File: src/hrc_pkg.sv
// Package: register map, field layout and timing constants for hook release
package hrc_pkg;
  // Register address on the serial control port
  localparam logic [6:0] HRC_REG_ADDR   = 7'h3b;
  localparam int         HRC_ADDR_W     = 7;
  localparam int         HRC_DATA_W     = 8;
  // Field positions inside the control register
  localparam int         HRC_SQ_HI_BIT  = 6;
  localparam int         HRC_SQ_LO_BIT  = 4;
  localparam int         HRC_RG_BIT     = 2;
  localparam int         HRC_GCE_BIT    = 1;
  // Read-write bits; the rest are reserved and read as zero
  localparam logic [7:0] HRC_RW_MASK    = 8'h56;
  localparam logic [7:0] HRC_RESET_VAL  = 8'h00;
  // Serial frame: read flag, 7-bit address, 8-bit data
  localparam int         HRC_FRAME_BITS = 16;
  localparam int         HRC_HDR_BITS   = 8;
  localparam logic [4:0] HRC_CNT_HDR    = 5'h08;
  localparam logic [4:0] HRC_CNT_LAST   = 5'h0f;
  // Release timing
  localparam int         HRC_CLK_MHZ    = 250;
  localparam int         HRC_ETSI_US    = 3000;
  localparam int         HRC_QUENCH_US  = 26000;
  localparam int         HRC_ETSI_CYC   = HRC_ETSI_US * HRC_CLK_MHZ;
  localparam int         HRC_QUENCH_CYC = HRC_QUENCH_US * HRC_CLK_MHZ;
  // Fast release must stay under 0.5 ms; a single cycle does
  localparam int         HRC_FAST_CYC   = 1;
  localparam int         HRC_TMR_W      = 23;
endpackage

File: src/hrc_reg_if.sv
// Interface: register access between serial port slave and control register
`timescale 1ns/1ps
`default_nettype none
interface hrc_reg_if;
  import hrc_pkg::*;
  logic [HRC_ADDR_W-1:0] addr;
  logic [HRC_DATA_W-1:0] wdata;
  logic                  wr_en;
  logic [HRC_DATA_W-1:0] rdata;
  modport port_side (output addr, output wdata, output wr_en, input rdata);
  modport reg_side  (input addr, input wdata, input wr_en, output rdata);
endinterface
`default_nettype wire

File: src/hrc_spi_slave.sv
// Serial control port slave: frames 16-bit accesses onto the register link
`timescale 1ns/1ps
`default_nettype none
module hrc_spi_slave
  import hrc_pkg::*;
(
  input  wire logic     i_clock,
  input  wire logic     i_rst_n,
  input  wire logic     i_cs_n,
  input  wire logic     i_sclk,
  input  wire logic     i_sdi,
  output var  logic     o_sdo,
  output var  logic     o_sdo_oe,
  hrc_reg_if.port_side  reg_bus
);
  logic [1:0]  cs_sync_q;
  logic [2:0]  sclk_sync_q;
  logic [1:0]  sdi_sync_q;
  logic [4:0]  bit_cnt_q;
  logic [14:0] shift_q;
  logic [7:0]  rd_shift_q;
  logic        rd_load_q;
  logic        sclk_rise;
  logic        sclk_fall;
  logic        cs_active;

  ////////////////////////////////////////////////////////////////////////////
  // Pins are asynchronous to i_clock; only stage two onward is looked at
  always_ff @(posedge i_clock or negedge i_rst_n) begin
    if (!i_rst_n) begin
      cs_sync_q   <= 2'h3;
      sclk_sync_q <= 3'h0;
      sdi_sync_q  <= 2'h0;
    end else begin
      cs_sync_q   <= {cs_sync_q[0], i_cs_n};
      sclk_sync_q <= {sclk_sync_q[1:0], i_sclk};
      sdi_sync_q  <= {sdi_sync_q[0], i_sdi};
    end
  end

  assign cs_active = !cs_sync_q[1];
  assign sclk_rise = cs_active && sclk_sync_q[1] && !sclk_sync_q[2];
  assign sclk_fall = cs_active && !sclk_sync_q[1] && sclk_sync_q[2];

  ////////////////////////////////////////////////////////////////////////////
  // Frame shifter; a frame cut short by chip select is dropped
  always_ff @(posedge i_clock or negedge i_rst_n) begin
    if (!i_rst_n) begin
      bit_cnt_q     <= 5'h00;
      shift_q       <= 15'h0000;
      reg_bus.wr_en <= 1'b0;
      reg_bus.addr  <= 7'h00;
      reg_bus.wdata <= 8'h00;
    end else begin
      reg_bus.wr_en <= 1'b0;
      if (!cs_active) begin
        bit_cnt_q <= 5'h00;
      end else if (sclk_rise) begin
        shift_q   <= {shift_q[13:0], sdi_sync_q[1]};
        bit_cnt_q <= bit_cnt_q + 5'h01;
        if (bit_cnt_q == HRC_CNT_HDR - 5'h01) begin
          reg_bus.addr <= {shift_q[5:0], sdi_sync_q[1]};
        end
        if (bit_cnt_q == HRC_CNT_LAST && !shift_q[14]) begin
          reg_bus.wdata <= {shift_q[6:0], sdi_sync_q[1]};
          reg_bus.wr_en <= 1'b1;
        end
      end
    end
  end

  ////////////////////////////////////////////////////////////////////////////
  // Read data leaves MSB first, changing on falling clock edges
  always_ff @(posedge i_clock or negedge i_rst_n) begin
    if (!i_rst_n) begin
      rd_shift_q <= 8'h00;
      o_sdo      <= 1'b0;
      o_sdo_oe   <= 1'b0;
      rd_load_q  <= 1'b0;
    end else begin
      rd_load_q <= 1'b0;
      if (!cs_active) begin
        o_sdo_oe <= 1'b0;
      end else if (sclk_rise && bit_cnt_q == HRC_CNT_HDR - 5'h01) begin
        // The header's first bit flags a read; the address lands this edge
        o_sdo_oe  <= shift_q[6];
        rd_load_q <= 1'b1;
      end else if (rd_load_q) begin
        // One clock late so read data follows the new address, not the old
        o_sdo      <= reg_bus.rdata[7];
        rd_shift_q <= {reg_bus.rdata[6:0], 1'b0};
      end else if (sclk_fall && bit_cnt_q > HRC_CNT_HDR) begin
        o_sdo      <= rd_shift_q[7];
        rd_shift_q <= {rd_shift_q[6:0], 1'b0};
      end
    end
  end
endmodule // hrc_spi_slave
`default_nettype wire

File: src/hrc_hook_release_control.sv
// Hook release control register and on-hook release timer
`timescale 1ns/1ps
`default_nettype none
// How it works
// - Release speed is chosen from the spark-quench field, hook speed select and its extension.
// - The release interval runs from the off-hook request falling until loop current is dropped.
// - All mode bits zero gives a release well under 0.5 ms.
// - Speed select 0, extension 1, field 00 gives a 3 ms release.
// - Speed select 1 with field 11 gives a 26 ms release, whatever the extension holds.
// - The receive gain boost bit adds 1 dB of hybrid gain when set.
// - Guarded clear draws on-hook line current only when it and its companion bit are both set.
// - Register content is not guaranteed after reset; software must program every field.
module hrc_hook_release_control
  import hrc_pkg::*;
#(
  parameter int P_ETSI_CYC   = HRC_ETSI_CYC,
  parameter int P_QUENCH_CYC = HRC_QUENCH_CYC
) (
  input  wire logic  i_clock,
  input  wire logic  i_rst_n,
  input  wire logic  i_cs_n,
  input  wire logic  i_sclk,
  input  wire logic  i_sdi,
  output var  logic  o_sdo,
  output var  logic  o_sdo_oe,
  input  wire logic  i_off_hook_request,
  input  wire logic  i_hook_speed_sel,
  input  wire logic  i_hook_speed_ext,
  input  wire logic  i_guard_companion_bit,
  output var  logic  o_loop_closed,
  output var  logic  o_release_busy,
  output var  logic  o_rx_gain_boost,
  output var  logic  o_guard_current_en
);
  hrc_reg_if reg_bus ();

  logic [7:0]           ctrl_q;
  logic [1:0]           spark_quench_field;
  logic                 off_hook_prev_q;
  logic [HRC_TMR_W-1:0] release_tmr_q;

  hrc_spi_slave u_port (
    .i_clock  (i_clock),
    .i_rst_n  (i_rst_n),
    .i_cs_n   (i_cs_n),
    .i_sclk   (i_sclk),
    .i_sdi    (i_sdi),
    .o_sdo    (o_sdo),
    .o_sdo_oe (o_sdo_oe),
    .reg_bus  (reg_bus.port_side)
  );

  // Picks the release time in cycles; unlisted combinations release fast
  function automatic logic [HRC_TMR_W-1:0] release_cycles(
    input logic       speed_sel,
    input logic       speed_ext,
    input logic [1:0] sq);
    logic [HRC_TMR_W-1:0] cyc;
    cyc = HRC_TMR_W'(HRC_FAST_CYC);
    if (speed_sel && sq == 2'h3) begin
      cyc = HRC_TMR_W'(P_QUENCH_CYC);
    end else if (!speed_sel && speed_ext && sq == 2'h0) begin
      cyc = HRC_TMR_W'(P_ETSI_CYC);
    end
    return cyc;
  endfunction

  ////////////////////////////////////////////////////////////////////////////
  // Control register; reset value is a convenience, not a promise to software
  always_ff @(posedge i_clock or negedge i_rst_n) begin
    if (!i_rst_n) begin
      ctrl_q <= HRC_RESET_VAL;
    end else if (reg_bus.wr_en && reg_bus.addr == HRC_REG_ADDR) begin
      ctrl_q <= reg_bus.wdata & HRC_RW_MASK;
    end
  end

  // Unmapped addresses read zero
  assign reg_bus.rdata = (reg_bus.addr == HRC_REG_ADDR) ? ctrl_q : 8'h00;
  assign spark_quench_field = {ctrl_q[HRC_SQ_HI_BIT], ctrl_q[HRC_SQ_LO_BIT]};

  ////////////////////////////////////////////////////////////////////////////
  // Release timer: mode is sampled once at the request's falling edge
  always_ff @(posedge i_clock or negedge i_rst_n) begin
    if (!i_rst_n) begin
      off_hook_prev_q <= 1'b0;
      release_tmr_q   <= '0;
      o_loop_closed   <= 1'b0;
      o_release_busy  <= 1'b0;
    end else begin
      off_hook_prev_q <= i_off_hook_request;
      if (i_off_hook_request) begin
        // A new request aborts any release under way
        o_loop_closed  <= 1'b1;
        o_release_busy <= 1'b0;
        release_tmr_q  <= '0;
      end else if (off_hook_prev_q) begin
        release_tmr_q  <= release_cycles(i_hook_speed_sel, i_hook_speed_ext,
                                         spark_quench_field);
        o_release_busy <= 1'b1;
      end else if (o_release_busy) begin
        if (release_tmr_q <= HRC_TMR_W'(1)) begin
          o_loop_closed  <= 1'b0;
          o_release_busy <= 1'b0;
          release_tmr_q  <= '0;
        end else begin
          release_tmr_q <= release_tmr_q - HRC_TMR_W'(1);
        end
      end
    end
  end

  ////////////////////////////////////////////////////////////////////////////
  // Line-side controls follow the stored fields one cycle after a write
  always_ff @(posedge i_clock or negedge i_rst_n) begin
    if (!i_rst_n) begin
      o_rx_gain_boost    <= 1'b0;
      o_guard_current_en <= 1'b0;
    end else begin
      o_rx_gain_boost    <= ctrl_q[HRC_RG_BIT];
      o_guard_current_en <= ctrl_q[HRC_GCE_BIT] && i_guard_companion_bit
                            && !i_off_hook_request && !o_loop_closed;
    end
  end
endmodule // hrc_hook_release_control
`default_nettype wire

File: config.mk
export PLATFORM = sky130hd
export DESIGN_NAME = hrc_hook_release_control
export DESIGN_NICKNAME = d
export VERILOG_FILES = /design/src/hrc_pkg.sv /design/src/hrc_reg_if.sv /design/src/hrc_spi_slave.sv /design/src/hrc_hook_release_control.sv
export SDC_FILE = /design/constraint.sdc
export NUM_CORES = 1
export LEC_CHECK = 0
export ABC_AREA = 1
export ABC_CLOCK_PERIOD_IN_PS = 2000
export BUFFER_PORTS_ARGS = -buffer_cell sky130_fd_sc_hd__clkbuf_2
export CAP_MARGIN = 5
export CORE_MARGIN = 2
export CORE_UTILIZATION = 50
export DETAILED_ROUTE_END_ITERATION = 7
export PLACE_DENSITY = 0.66
export SYNTH_ARGS = -nofsm -noshare
export SYNTH_HDL_FRONTEND = slang
export SYNTH_SLANG_ARGS = --single-unit
File: constraint.sdc
create_clock -name i_clock -period 2 [get_ports i_clock]
set_input_delay 0.1 -clock i_clock [delete_from_list [all_inputs] [get_ports i_clock]]
set_output_delay 0.1 -clock i_clock [all_outputs]
set_load 0.02 [all_outputs]
==> Implementation_results.wiki, run 1 <==
{| class="wikitable"
! Metric !! Value
|-
| Global Route Usage Sum || 21.7%
|-
| Slew at the pin with the worst max-slew slack || 0.737 ns
|-
| Distinct cell type count after synthesis || 33
|-
| Cell Count Post-Placement || 588
|-
| Register area share after synthesis || 52.0%
|-
| Maximum vdd drop || 0.557 mV
|-
| Total clock sinks || 80
|-
| Timing endpoint of the critical path || release_tmr_q[16]
|-
| Input/output buffers || 14
|-
| Total vias in the final route || 3095
|-
| Total number of nets in the final design || 517
|-
| Average instance area after synthesis || 8.12 um2
|-
| Vias in the first global route || 2996
|-
| Final setup violation count || 0
|-
| Number of setup buffers added after CTS || 0
|-
| Detailed placement HPWL || 5.88 mm
|-
| Kind of path behind the tightest hold check || in2reg
|-
| Instance area at placement || 4070 um2
|-
| Share of cell area taken by muxes after synthesis || 0.584%
|-
| Critical path peak fanout || 6
|-
| Required time reported for the critical path endpoint || 2.23 ns
|-
| Max stage delay on crit path || 0.43 ns
|-
| Clock buffers created by TritonCTS || 9
|-
| Fillers || 725
|-
| Power share of the combinational group || 18.3%
|-
| Count of unresolved DRC violations after routing || 0
|-
| End of the worst register-to-register path || release_tmr_q[16]
|-
| CTS clock-pin slew for the worst setup and hold paths || 0.09 ns
|-
| Global placement routability congestion || 0.933
|-
| Vias per cell || 5.07
|-
| Total grt overflow || 0
|-
| Worst reg-to-reg setup slack || 0.21 ns
|-
| Die Wd || 91.8 um
|-
| Crit-path cells || inv_1 -> ha_1 -> nand2_1 -> nor2_1 -> nand2_1 -> xor2_1 -> nand2_1 -> nand2_1 -> nand2_1
|-
| Synthesis-stage register bit count || 80
|-
| Proportion of power drawn by the clock network || 34.2%
|-
| Largest net degree at the start of global routing || 57
|-
| Worst Skew || 0.0156 ns
|-
| Most frequent cells in the layout || nand2_1, dfrtp_1, nor2_1
|-
| YS warnings || 0
|-
| Endpoint kind of the worst setup timing path || register
|-
| Switch Pwr || 1.15 mW
|-
| Total Routed Length || 8.20 mm
|-
| Post-synth design cell area || 3860 um2
|-
| Final setup TNS || 0 ns
|-
| Number of max-slew violations in the final report || 0
|-
| Worst skew pair latency || 0.35 ns
|-
| Arrival time of data at the critical path endpoint || 2.02 ns
|-
| Bufs on Longest Clock Path || 2
|-
| Xor/xnor cell area share of the yosys netlist || 2.27%
|-
| Height of the die || 91.8 um
|-
| Post-route cell area || 4350 um2
|-
| CTS tree || done
|-
| Wire length of the first global-routing pass || 14.3 mm
|-
| Outcome || finished clean
|-
| Critical path type || reg2reg
|-
| Post-DR wirelength/cell || 13.4 um
|-
| Post-Syn Instances || 475
|-
| Hold depth || 5
|-
| Sequential fraction of design power || 47.5%
|-
| Largest family of logic cells by synthesized area || simple AND/OR/NAND/NOR gates
|-
| Core area || 7610 um2
|-
| Number of DRC markers after the initial detailed-route iteration || 310
|-
| Worst path slowest cell || dfrtp_1
|-
| Worst r2r src || release_tmr_q[0]
|-
| Number of nets produced by synthesis || 489
|-
| Number of primary I/O pins || 15
|-
| Switching power as a share of total power || 30.3%
|-
| Ratio of total power to cell area || 875 nW/um2
|-
| Layout cell share with drive strength beyond 1 || 13.0%
|-
| Number of hold violations in the final report || 0
|-
| Launch point of the critical path || release_tmr_q[0]
|-
| CP most frequent cell || nand2_1
|-
| Fmax || 0.559 GHz
|-
| Ant. Diodes || 0
|-
| Cell-internal power || 2.65 mW
|-
| RSZ-0062 raised after global routing || false
|-
| Most common cell after layout, fill and taps aside || nand2_1
|-
| Worst reg-to-reg path cell count || 9
|-
| Post-synthesis compound-gate area fraction || 9.57%
|-
| Overall power || 3.81 mW
|-
| Shortest clock period the worst path allows after layout || 1.79 ns
|-
| Synthesized-area fraction occupied by and/or/nand/nor cells || 28.1%
|-
| Die Outline Area || 8430 um2
|-
| Number of antenna-violating nets in the routed design || 0
|-
| Layout Cells excl Fill || 610
|-
| Number of antenna violations at the first check in global routing || 0
|-
| Initial core utilization || 50.7%
|-
| Root Buffer Master || clkbuf_8
|-
| Synthesis-to-layout area growth || 12.8%
|-
| Total of max-cap violations || 0
|-
| Max H-tree Level || 3
|-
| Element type at the critical path start || register
|-
| Row count || 32
|-
| Relative slew slack || 50.9%
|-
| Leakage power || 2.14 nW
|-
| Post-synthesis adder-cell area fraction || 1.62%
|-
| Tcrit/Tclk final || 89.5%
|-
| First-pass iteration count of the detailed router || 5
|}
## worst min path at each step
stage | to | slack (ns) | start
after floorplan | ctrl_q[1] | -0.20 | i_rst_n
after global placement | u_port.cs_sync_q[0] | 0.19 | i_cs_n
after detailed placement | u_port.cs_sync_q[0] | 0.19 | i_cs_n
after CTS | release_tmr_q[19] | 0.18 | i_hook_speed_ext
after global routing | release_tmr_q[19] | 0.24 | i_hook_speed_ext
final | release_tmr_q[19] | 0.19 | i_hook_speed_ext
## sequential cells by signal, indices dropped and copies added, names as in the netlist, 3 cells and up
name and cells:
u_port.bit_cnt_q 5, release_tmr_q 23, u_port.rd_shift_q 6, u_port.shift_q 15
u_port.reg_bus.wdata 4, ctrl_q 4, u_port.sclk_sync_q 3, u_port.reg_bus.addr 7
## kinds of logic (layout without fill, tap and decap cells)
logic type,count (synthesis),in the layout
adder cells (fa/ha/maj),5,5
XOR/XNOR,10,10
multiplexers,2,2
AO/OA/AOI/OAI,66,66
AND/OR/NAND/NOR,254,254
buffers and inverters,58,91
flip-flops,80,80
## cell usage after synthesis
library cell,instances,area (um2)
a21boi_2,1,11.3
nand2_2,3,18.8
nor2_8,1,20.0
nor2_2,7,43.8
nor3_1,7,35.0
o21ai_4,1,16.3
buf_4,1,7.51
a21oi_2,3,26.3
dfstp_2,2,52.6
dfrtp_1,78,1950
inv_2,6,22.5
nand2_1,147,552
mux2_2,2,22.5
o21ai_1,12,60.1
inv_1,42,158
xor2_1,10,87.6
o22ai_1,2,12.5
nor3_2,2,20.0
clkbuf_1,4,15.0
nand4_1,4,25.0
and2_1,1,6.26
a21oi_1,8,40.0
nand3_1,27,135
a211oi_1,1,7.51
nand3_2,1,10.0
nor2_1,52,195
ha_1,5,62.6
nand2_4,1,11.3
o31ai_1,2,15.0
clkinv_1,1,3.75
nor2_4,1,11.3
o21ai_0,36,180
buf_2,4,20.0
## layer usage
layer / routed length, um / vias to the layer above / GRT usage [%] / part of all wire (%)
li1: - / 1563 / - / -
met1: 4040 / 1435 / 31.1 / 49
met3: 429 / 14 / 5.75 / 5.2
met5: 0 / - / 0 / 0
met2: 3570 / 83 / 31.8 / 43
met4: 172 / 0 / 7.59 / 2.1
## power by group through the flow
stage | combinational (mW) | clock (mW) | sequential (mW)
after floorplan | 0.481 | 0 | 1.82
after global placement | 0.670 | 0 | 1.83
after detailed placement | 0.679 | 0 | 1.84
after CTS | 0.694 | 1.34 | 1.81
after global routing | 0.798 | 1.42 | 1.82
final | 0.697 | 1.30 | 1.81
## critical path, delay by kind of cell, from the launching register on
kind / cells / cell delay, ns
DFF: 1 / 0.43
xor gates and xnor gates: 1 / 0.15
and+or+nand+nor: 6 / 0.72
adders and majority gates: 1 / 0.21
buffers and inverters: 1 / 0.14
## cell type report
type	instances	area, um2	share of cell area (%)
Sequential cell	80	2000	46.1
Clock buffer	10	128	2.93
Multi-Input combinational cell	337	1630	37.3
Timing Repair Buffer	26	190	4.37
Inverter	49	184	4.23
Tap cell	102	128	2.93
Clock inverter	6	92.6	2.13
## per-stage QoR
stage	utilization, %	hold slack, ns	worst slack, ns
after floorplan	-	-0.196	0.498
after global placement	53.5	0.187	0.274
after detailed placement	53.5	0.191	0.270
after CTS	57.2	0.184	0.228
after global routing	57.2	0.236	0.0177
final	57.2	0.194	0.210
## timing repair
| action | 4_1_cts | 5_1_grt |
|---|---|---|
| gates resized for setup | 0 | 0 |
| endpoints found under the hold margin | 58 | 0 |
| hold buffers | 6 | 0 |
(Power assumes the default switching activity.)
==> run 2, diff against run 1 <==
CORE_ASPECT_RATIO = 1.25   (was unset)
TNS_END_PERCENT = 20   (was unset)
==> run 2 against run 1 <==
  * Combinational power up 1%
  * Utilization grew 1.4 points
  * Clock power is essentially flat
  * Clock skew down 0.0074 ns
  * Via count up 0.94%
  * Power hardly changed
  * Routed wire length down 0.91%
  * Sequential power hardly changed
  * Largest cell class unchanged
  * Die area about the same
  * Sequential share of layout area is 0.11 points lower
==> Implementation_results.wiki, run 2 (synthesis gave the netlist of run 1 again) <==
{| class="wikitable"
! Metric !! Value
|-
| Registers with the highest flip-flop counts || release_tmr_q (23), u_port.shift_q (15), u_port.reg_bus.addr (7)
|-
| Height of the die || 102 um (+11%)
|-
| Number of primary I/O pins || 15 (unchanged)
|-
| Worst skew pair latency || 0.34 ns (about the same)
|-
| CP most frequent cell || nand2_1
|-
| Fmax || 0.568 GHz (+1.7%)
|-
| Arrival time of data at the critical path endpoint || 2.04 ns (+0.02 ns)
|-
| Minimum setup slack in the final design || 0.241 ns (+0.0303 ns)
|-
| Worst reg-to-reg path cell count || 9 (unchanged)
|-
| Row count || 35 (+9.4%)
|-
| Critical path depth || 9 (unchanged)
|-
| Launch point of the critical path || release_tmr_q[4]
|-
| Relative slew slack || 62.1% (+11 points)
|-
| Global placement routability congestion || 0.923 (-0.98%)
|-
| Final setup TNS || 0 ns (unchanged)
|-
| Initial core utilization || 51.8% (+1.1 points)
|-
| Post-DR wirelength/cell || 13.5 um (+0.24%)
|-
| Core area || 7440 um2 (-2.1%)
|-
| Die Outline Area || 8440 um2 (about the same)
|-
| Most frequent cells in the layout || nand2_1, dfrtp_1, nor2_1
|-
| Total number of nets in the final design || 520 (+0.58%)
|-
| Tcrit/Tclk final || 88.0% (-1.5 points)
|-
| Synthesis-to-layout area growth || 13.1%
|-
| Wire length of the first global-routing pass || 13.8 mm (-3.9%)
|-
| Largest net degree at the start of global routing || 39 (-32%)
|-
| Critical path buffer and inverter count || 0 (-1)
|-
| Detailed placement HPWL || 6.01 mm (+2.3%)
|-
| Setup slack at placement || 0.282 ns (+0.0124 ns)
|-
| Number of antenna violations at the first check in global routing || 0 (unchanged)
|-
| Total grt overflow || 0 (unchanged)
|-
| Clock buffers created by TritonCTS || 9 (unchanged)
|-
| Total clock sinks || 80 (unchanged)
|-
| Input/output buffers || 14 (unchanged)
|-
| Maximum vdd drop || 0.478 mV (-14%)
|-
| Die Wd || 82.6 um (-10%)
|-
| Worst path slowest cell || nor2_1
|-
| Total of max-cap violations || 0 (unchanged)
|-
| Most common cell after layout, fill and taps aside || nand2_1
|-
| Worst reg-to-reg setup slack || 0.24 ns (+0.03 ns)
|-
| Number of DRC markers after the initial detailed-route iteration || 161 (-48%)
|-
| Total Routed Length || 8.13 mm (-0.91%)
|-
| Slew at the pin with the worst max-slew slack || 0.566 ns (-0.171 ns)
|-
| Ratio of total power to cell area || 872 nW/um2 (-0.30%)
|-
| Number of antenna-violating nets in the routed design || 0 (unchanged)
|-
| Worst Skew || 0.00823 ns (-0.00737 ns)
|-
| Number of max-slew violations in the final report || 0 (unchanged)
|-
| End of the worst register-to-register path || release_tmr_q[17]
|-
| Element type at the critical path start || register
|-
| Max reg flops || 23 (unchanged)
|-
| Global Route Usage Sum || 21.8% (+0.13 points)
|-
| Vias in the first global route || 3103 (+3.6%)
|-
| Leakage power || 2.15 nW (+0.67%)
|-
| Endpoint kind of the worst setup timing path || register
|-
| Max stage delay on crit path || 0.44 ns (about the same)
|-
| Timing endpoint of the critical path || release_tmr_q[17]
|-
| Count of unresolved DRC violations after routing || 0 (unchanged)
|-
| Max H-tree Level || 3 (unchanged)
|-
| Number of hold violations in the final report || 0 (unchanged)
|-
| Outcome || finished clean
|-
| Ant. Diodes || 0 (unchanged)
|-
| Vias per cell || 5.18 (+2.1%)
|-
| Shortest clock period the worst path allows after layout || 1.76 ns (-0.0303 ns)
|-
| RSZ-0062 raised after global routing || false
|-
| Bufs on Longest Clock Path || 2 (unchanged)
|-
| Number of resized instances in the post-cts repair step || 0 (unchanged)
|-
| Final setup violation count || 0 (unchanged)
|-
| Worst r2r src || release_tmr_q[4]
|-
| Root Buffer Master || clkbuf_8
|-
| Cell family with the largest share of critical-path delay || simple AND/OR/NAND/NOR gates
|-
| CTS tree || done
|-
| Critical path peak fanout || 5 (-1)
|-
| Top register by number of flip-flops || release_tmr_q
|-
| Crit-path cells || nor2_1 -> nand2_1 -> nor2_1 -> nand3_1 -> nand2_1 -> nand2_1 -> o21ai_0 -> nand2_1 -> nand2_1
|-
| Layout cell share with drive strength beyond 1 || 13.5% (+0.51 points)
|-
| CTS clock-pin slew for the worst setup and hold paths || 0.08 ns (about the same)
|-
| First-pass iteration count of the detailed router || 4 (-1)
|-
| Kind of path behind the tightest hold check || in2async
|-
| Critical path type || reg2reg
|-
| Required time reported for the critical path endpoint || 2.28 ns (+0.05 ns)
|-
| Total vias in the final route || 3124 (+0.94%)
|}
-- run 2: cell types whose count changed in the layout (fill, tap and decap cells not counted) --
| cell | previous run | this run |
|---|---|---|
| buf_4 | 6 | 9 |
-- run 2: worst reg2reg max path, delay by kind of cell (launching register included) --
family	cells	cell delay, ns
compound gates	1	0.14
flops	1	0.42
simple gates	8	1.13
-- run 2: area by class of cell --
type                       instances  area [um2]
fill                             675        3080
inverter                          49         184
sequential                        80        2000
clock buffer                      10         128
multi-input combinational        337        1630
clock inverter                     6        92.6
timing repair buffer              29         213
tap                               92         115
-- run 2: worst min-delay path by stage --
stage             from             to  slack [ns]
2_1_floorplan  i_rst_n      ctrl_q[1]       -0.20
3_3_place_gp   i_rst_n  o_loop_closed      -0.002
3_5_place_dp   i_rst_n  o_loop_closed      -0.005
4_1_cts        i_rst_n  o_loop_closed        0.16
5_1_grt        i_rst_n  o_loop_closed        0.18
6_report       i_rst_n  o_loop_closed        0.17
-- run 2: power breakdown --
group / leakage (nW) / internal, mW / switching (mW) / total (mW)
sequential: 1.07 / 1.72 / 0.0830 / 1.80
clock: 0.103 / 0.710 / 0.587 / 1.30
combinational: 0.983 / 0.229 / 0.476 / 0.705
total: 2.15 / 2.66 / 1.15 / 3.80
-- run 2: timing repair --
| action | 4_1_cts | 5_1_grt |
|---|---|---|
| endpoints found under the setup margin | 0 | 0 |
| buffers inserted | 0 | 0 |
| endpoints found under the hold margin | 57 | 0 |
| hold buffers | 6 | 0 |
-- run 2: per-stage QoR --
stage               hold slack [ns]  util [%]  power (mW)  cell area [um2]  instances
CTS                           0.163      58.6        3.84             4360        603
finish                        0.174      58.6        3.80             4360        603
global placement           -0.00230      54.8        2.51             4080        581
floorplan                    -0.196         -        2.30             3860        475
detailed placement         -0.00464      54.8        2.52             4080        581
global route                  0.185      58.6        4.03             4360        603
-- run 2: metal layers --
metal	share of wire, %	GRT usage, %
met5	0	0
met4	3.1	10.6
met3	3.3	4.51
met2	52	38.4
met1	41	24.8
==> run 3, diff against run 2 <==
CORE_UTILIZATION = 60   (was 50)
PLACE_DENSITY = 0.86   (was 0.66)
==> run 3 against run 2 <==
  * Power fell by 2.2%
  * Critical path depth unchanged
  * Sequential share of layout area up 0.68 points
  * Worst hold slack improved by 0.035 ns
  * Via count increased by 2.5%
  * Global-route usage up 5.7 points
  * Routed wire length increased by 6.6%
  * Non-clock buffer count shrank 5
  * First-iteration DRC count grew 69%
  * Final cell count is 2.0% lower
==> Implementation_results.wiki, run 3 (synthesis gave the netlist of run 1 again) <==
{| class="wikitable"
! Metric !! Value
|-
| Outcome || finished clean
|-
| Total of max-cap violations || 0 (unchanged)
|-
| Worst reg-to-reg setup slack || 0.18 ns (-0.06 ns)
|-
| Number of primary I/O pins || 15 (unchanged)
|-
| Vias in the first global route || 3188 (+2.7%)
|-
| Shortest clock period the worst path allows after layout || 1.85 ns (+0.0943 ns)
|-
| Number of max-slew violations in the final report || 0 (unchanged)
|-
| Proportion of power drawn by the clock network || 32.7% (-1.4 points)
|-
| Height of the die || 93.6 um (-8.4%)
|-
| Switch Pwr || 1.20 mW (+4.5%)
|-
| Post-DR wirelength/cell || 14.7 um (+8.7%)
|-
| Initial core utilization || 62.1% (+10 points)
|-
| Required time reported for the critical path endpoint || 2.24 ns (-0.04 ns)
|-
| Number of antenna-violating nets in the routed design || 0 (unchanged)
|-
| Number of resized instances in the post-cts repair step || 0 (unchanged)
|-
| Max reg flops || 23 (unchanged)
|-
| Total vias in the final route || 3202 (+2.5%)
|-
| Max stage delay on crit path || 0.53 ns (+0.09 ns)
|-
| Area of combinational cells with multiple inputs || 1630 um2 (unchanged)
|-
| Layout cell share with drive strength beyond 1 || 12.8% (-0.66 points)
|-
| Critical path peak fanout || 15 (+10)
|-
| Ant. Diodes || 0 (unchanged)
|-
| Count of unresolved DRC violations after routing || 0 (unchanged)
|-
| CP most frequent cell || nor2_2
|-
| Total grt overflow || 0 (unchanged)
|-
| Worst skew pair latency || 0.36 ns (+0.02 ns)
|-
| Global placement routability congestion || 0.999 (+8.2%)
|-
| Switching power as a share of total power || 32.2% (+2.1 points)
|-
| RSZ-0062 raised after global routing || false
|-
| Die Outline Area || 7090 um2 (-16%)
|-
| Relative slew slack || 61.8% (-0.31 points)
|-
| Core area || 6210 um2 (-17%)
|-
| Max H-tree Level || 3 (unchanged)
|-
| Ratio of total power to cell area || 866 nW/um2 (-0.70%)
|-
| Synthesis-to-layout area growth || 11.5%
|-
| Number of setup buffers added after CTS || 0 (unchanged)
|-
| Leakage power || 2.12 nW (-1.4%)
|-
| Tcrit/Tclk final || 92.7% (+4.7 points)
|-
| CTS tree || done
|-
| Power share of the combinational group || 18.6% (about the same)
|-
| Endpoint kind of the worst setup timing path || register
|-
| Root Buffer Master || clkbuf_8
|-
| Element type at the critical path start || input port
|-
| Sequential fraction of design power || 48.7% (+1.3 points)
|-
| Fillers || 473 (-30%)
|-
| Most common cell after layout, fill and taps aside || nand2_1
|-
| Final setup TNS || 0 ns (unchanged)
|-
| Fmax || 0.539 GHz (-5.1%)
|-
| Bufs on Longest Clock Path || 2 (unchanged)
|-
| Wire length of the first global-routing pass || 14.4 mm (+4.2%)
|-
| Total clock sinks || 80 (unchanged)
|-
| Final setup violation count || 0 (unchanged)
|-
| Worst Skew || 0.0113 ns (+0.00305 ns)
|-
| Most frequent cells in the layout || nand2_1, dfrtp_1, nor2_1
|-
| Detailed placement HPWL || 6.27 mm (+4.3%)
|-
| Cell-internal power || 2.52 mW (-5.0%)
|-
| Kind of path behind the tightest hold check || in2reg
|-
| Minimum setup slack in the final design || 0.146 ns (-0.0943 ns)
|-
| Number of hold violations in the final report || 0 (unchanged)
|-
| Total number of nets in the final design || 515 (-0.96%)
|-
| Hold slack final || 0.208 ns (+0.0346 ns)
|-
| Number of DRC markers after the initial detailed-route iteration || 272 (+69%)
|-
| Critical path type || in2reg
|-
| Largest net degree at the start of global routing || 41 (+5.1%)
|-
| Row count || 32 (-8.6%)
|-
| CTS clock-pin slew for the worst setup and hold paths || 0.08 ns (about the same)
|-
| Die Wd || 75.7 um (-8.3%)
|-
| Maximum vdd drop || 0.606 mV (+27%)
|-
| Clock buffers created by TritonCTS || 9 (unchanged)
|-
| Top register by number of flip-flops || release_tmr_q
|-
| Overall power || 3.72 mW (-2.2%)
|-
| Registers with the highest flip-flop counts || release_tmr_q (23), u_port.shift_q (15), u_port.reg_bus.addr (7)
|-
| Number of antenna violations at the first check in global routing || 0 (unchanged)
|-
| Input/output buffers || 14 (unchanged)
|-
| Sequential cell area || 2000 um2 (unchanged)
|-
| Total Routed Length || 8.66 mm (+6.6%)
|-
| First-pass iteration count of the detailed router || 5 (+1)
|-
| Global Route Usage Sum || 27.5% (+5.7 points)
|-
| Slew at the pin with the worst max-slew slack || 0.571 ns (+0.00461 ns)
|-
| Arrival time of data at the critical path endpoint || 2.10 ns (+0.06 ns)
|-
| Worst path slowest cell || dlygate4sd3_1
|-
| Setup slack at placement || 0.232 ns (-0.0505 ns)
|-
| Crit-path cells || dlygate4sd3_1 -> clkbuf_2 -> nor2_2 -> nand2_4 -> inv_2 -> nor2_2 -> a21boi_2 -> nand2_2 -> a21oi_2
|-
| Vias per cell || 5.42 (+4.6%)
|}
## run 3: cell types whose count changed in the layout (fill, tap and decap cells not counted), sizes merged
cell,previous run,this run
clkinv,2,3
inv,49,50
bufinv,2,1
buf,10,5
clkbuf,23,22
## run 3: power by group through the flow
stage | Sequential (mW) | Clock [mW] | Combinational [mW]
2_1_floorplan | 1.82 | 0 | 0.481
3_3_place_gp | 1.83 | 0 | 0.658
3_5_place_dp | 1.84 | 0 | 0.667
4_1_cts | 1.81 | 1.23 | 0.682
5_1_grt | 1.82 | 1.30 | 0.787
6_report | 1.81 | 1.22 | 0.693
## run 3: worst max-delay path, delay by kind of cell
family | cells | cell delay (ns)
AND/OR/NAND/NOR | 4 | 0.69
AO/OA/AOI/OAI | 2 | 0.27
buffers and inverters | 3 | 1.02
## run 3: through the flow
step                      instance area [um2]  utilization (%)  instances
after detailed placement                 4040             65.0        569
after global routing                     4300             69.3        591
final                                    4300             69.3        591
after floorplan                          3860                -        475
after global placement                   4040             65.0        569
after CTS                                4300             69.3        591
## run 3: what timing repair did
item,CTS,global route
hold buffers,6,0
endpoints found under the setup margin,0,0
hold endpoints to repair,41,0
## run 3: path summary, 6_finish.rpt
check | depth (start not counted) | endpoint | from
worst min-delay path | 5 | release_tmr_q[19] | i_hook_speed_ext
worst max register to register | 9 | release_tmr_q[17] | release_tmr_q[4]
max in group asynchronous | 3 | ctrl_q[4] | i_rst_n
worst max-delay path | 9 | release_tmr_q[14] | i_off_hook_request
min in group asynchronous | 2 | release_tmr_q[13] | i_rst_n
worst min register to register | 0 | u_port.cs_sync_q[1] | u_port.cs_sync_q[0]
## run 3: per-layer routing
layer	vias to the layer above	routed length, um	track usage [%]
met5	-	0	0
met4	0	418	14.0
met3	41	444	7.87
met2	107	4510	47.1
met1	1492	3290	30.0
li1	1562	-	-
## run 3: cell type report
cell class              count  share of cell area [%]
clock buffers               9                    2.88
clock inverters             7                    1.83
inverters                  49                    4.28
multi-input cells         337                    37.8
flip-flops and latches     80                    46.6
well taps                  85                    2.47
repair buffers             24                    4.08
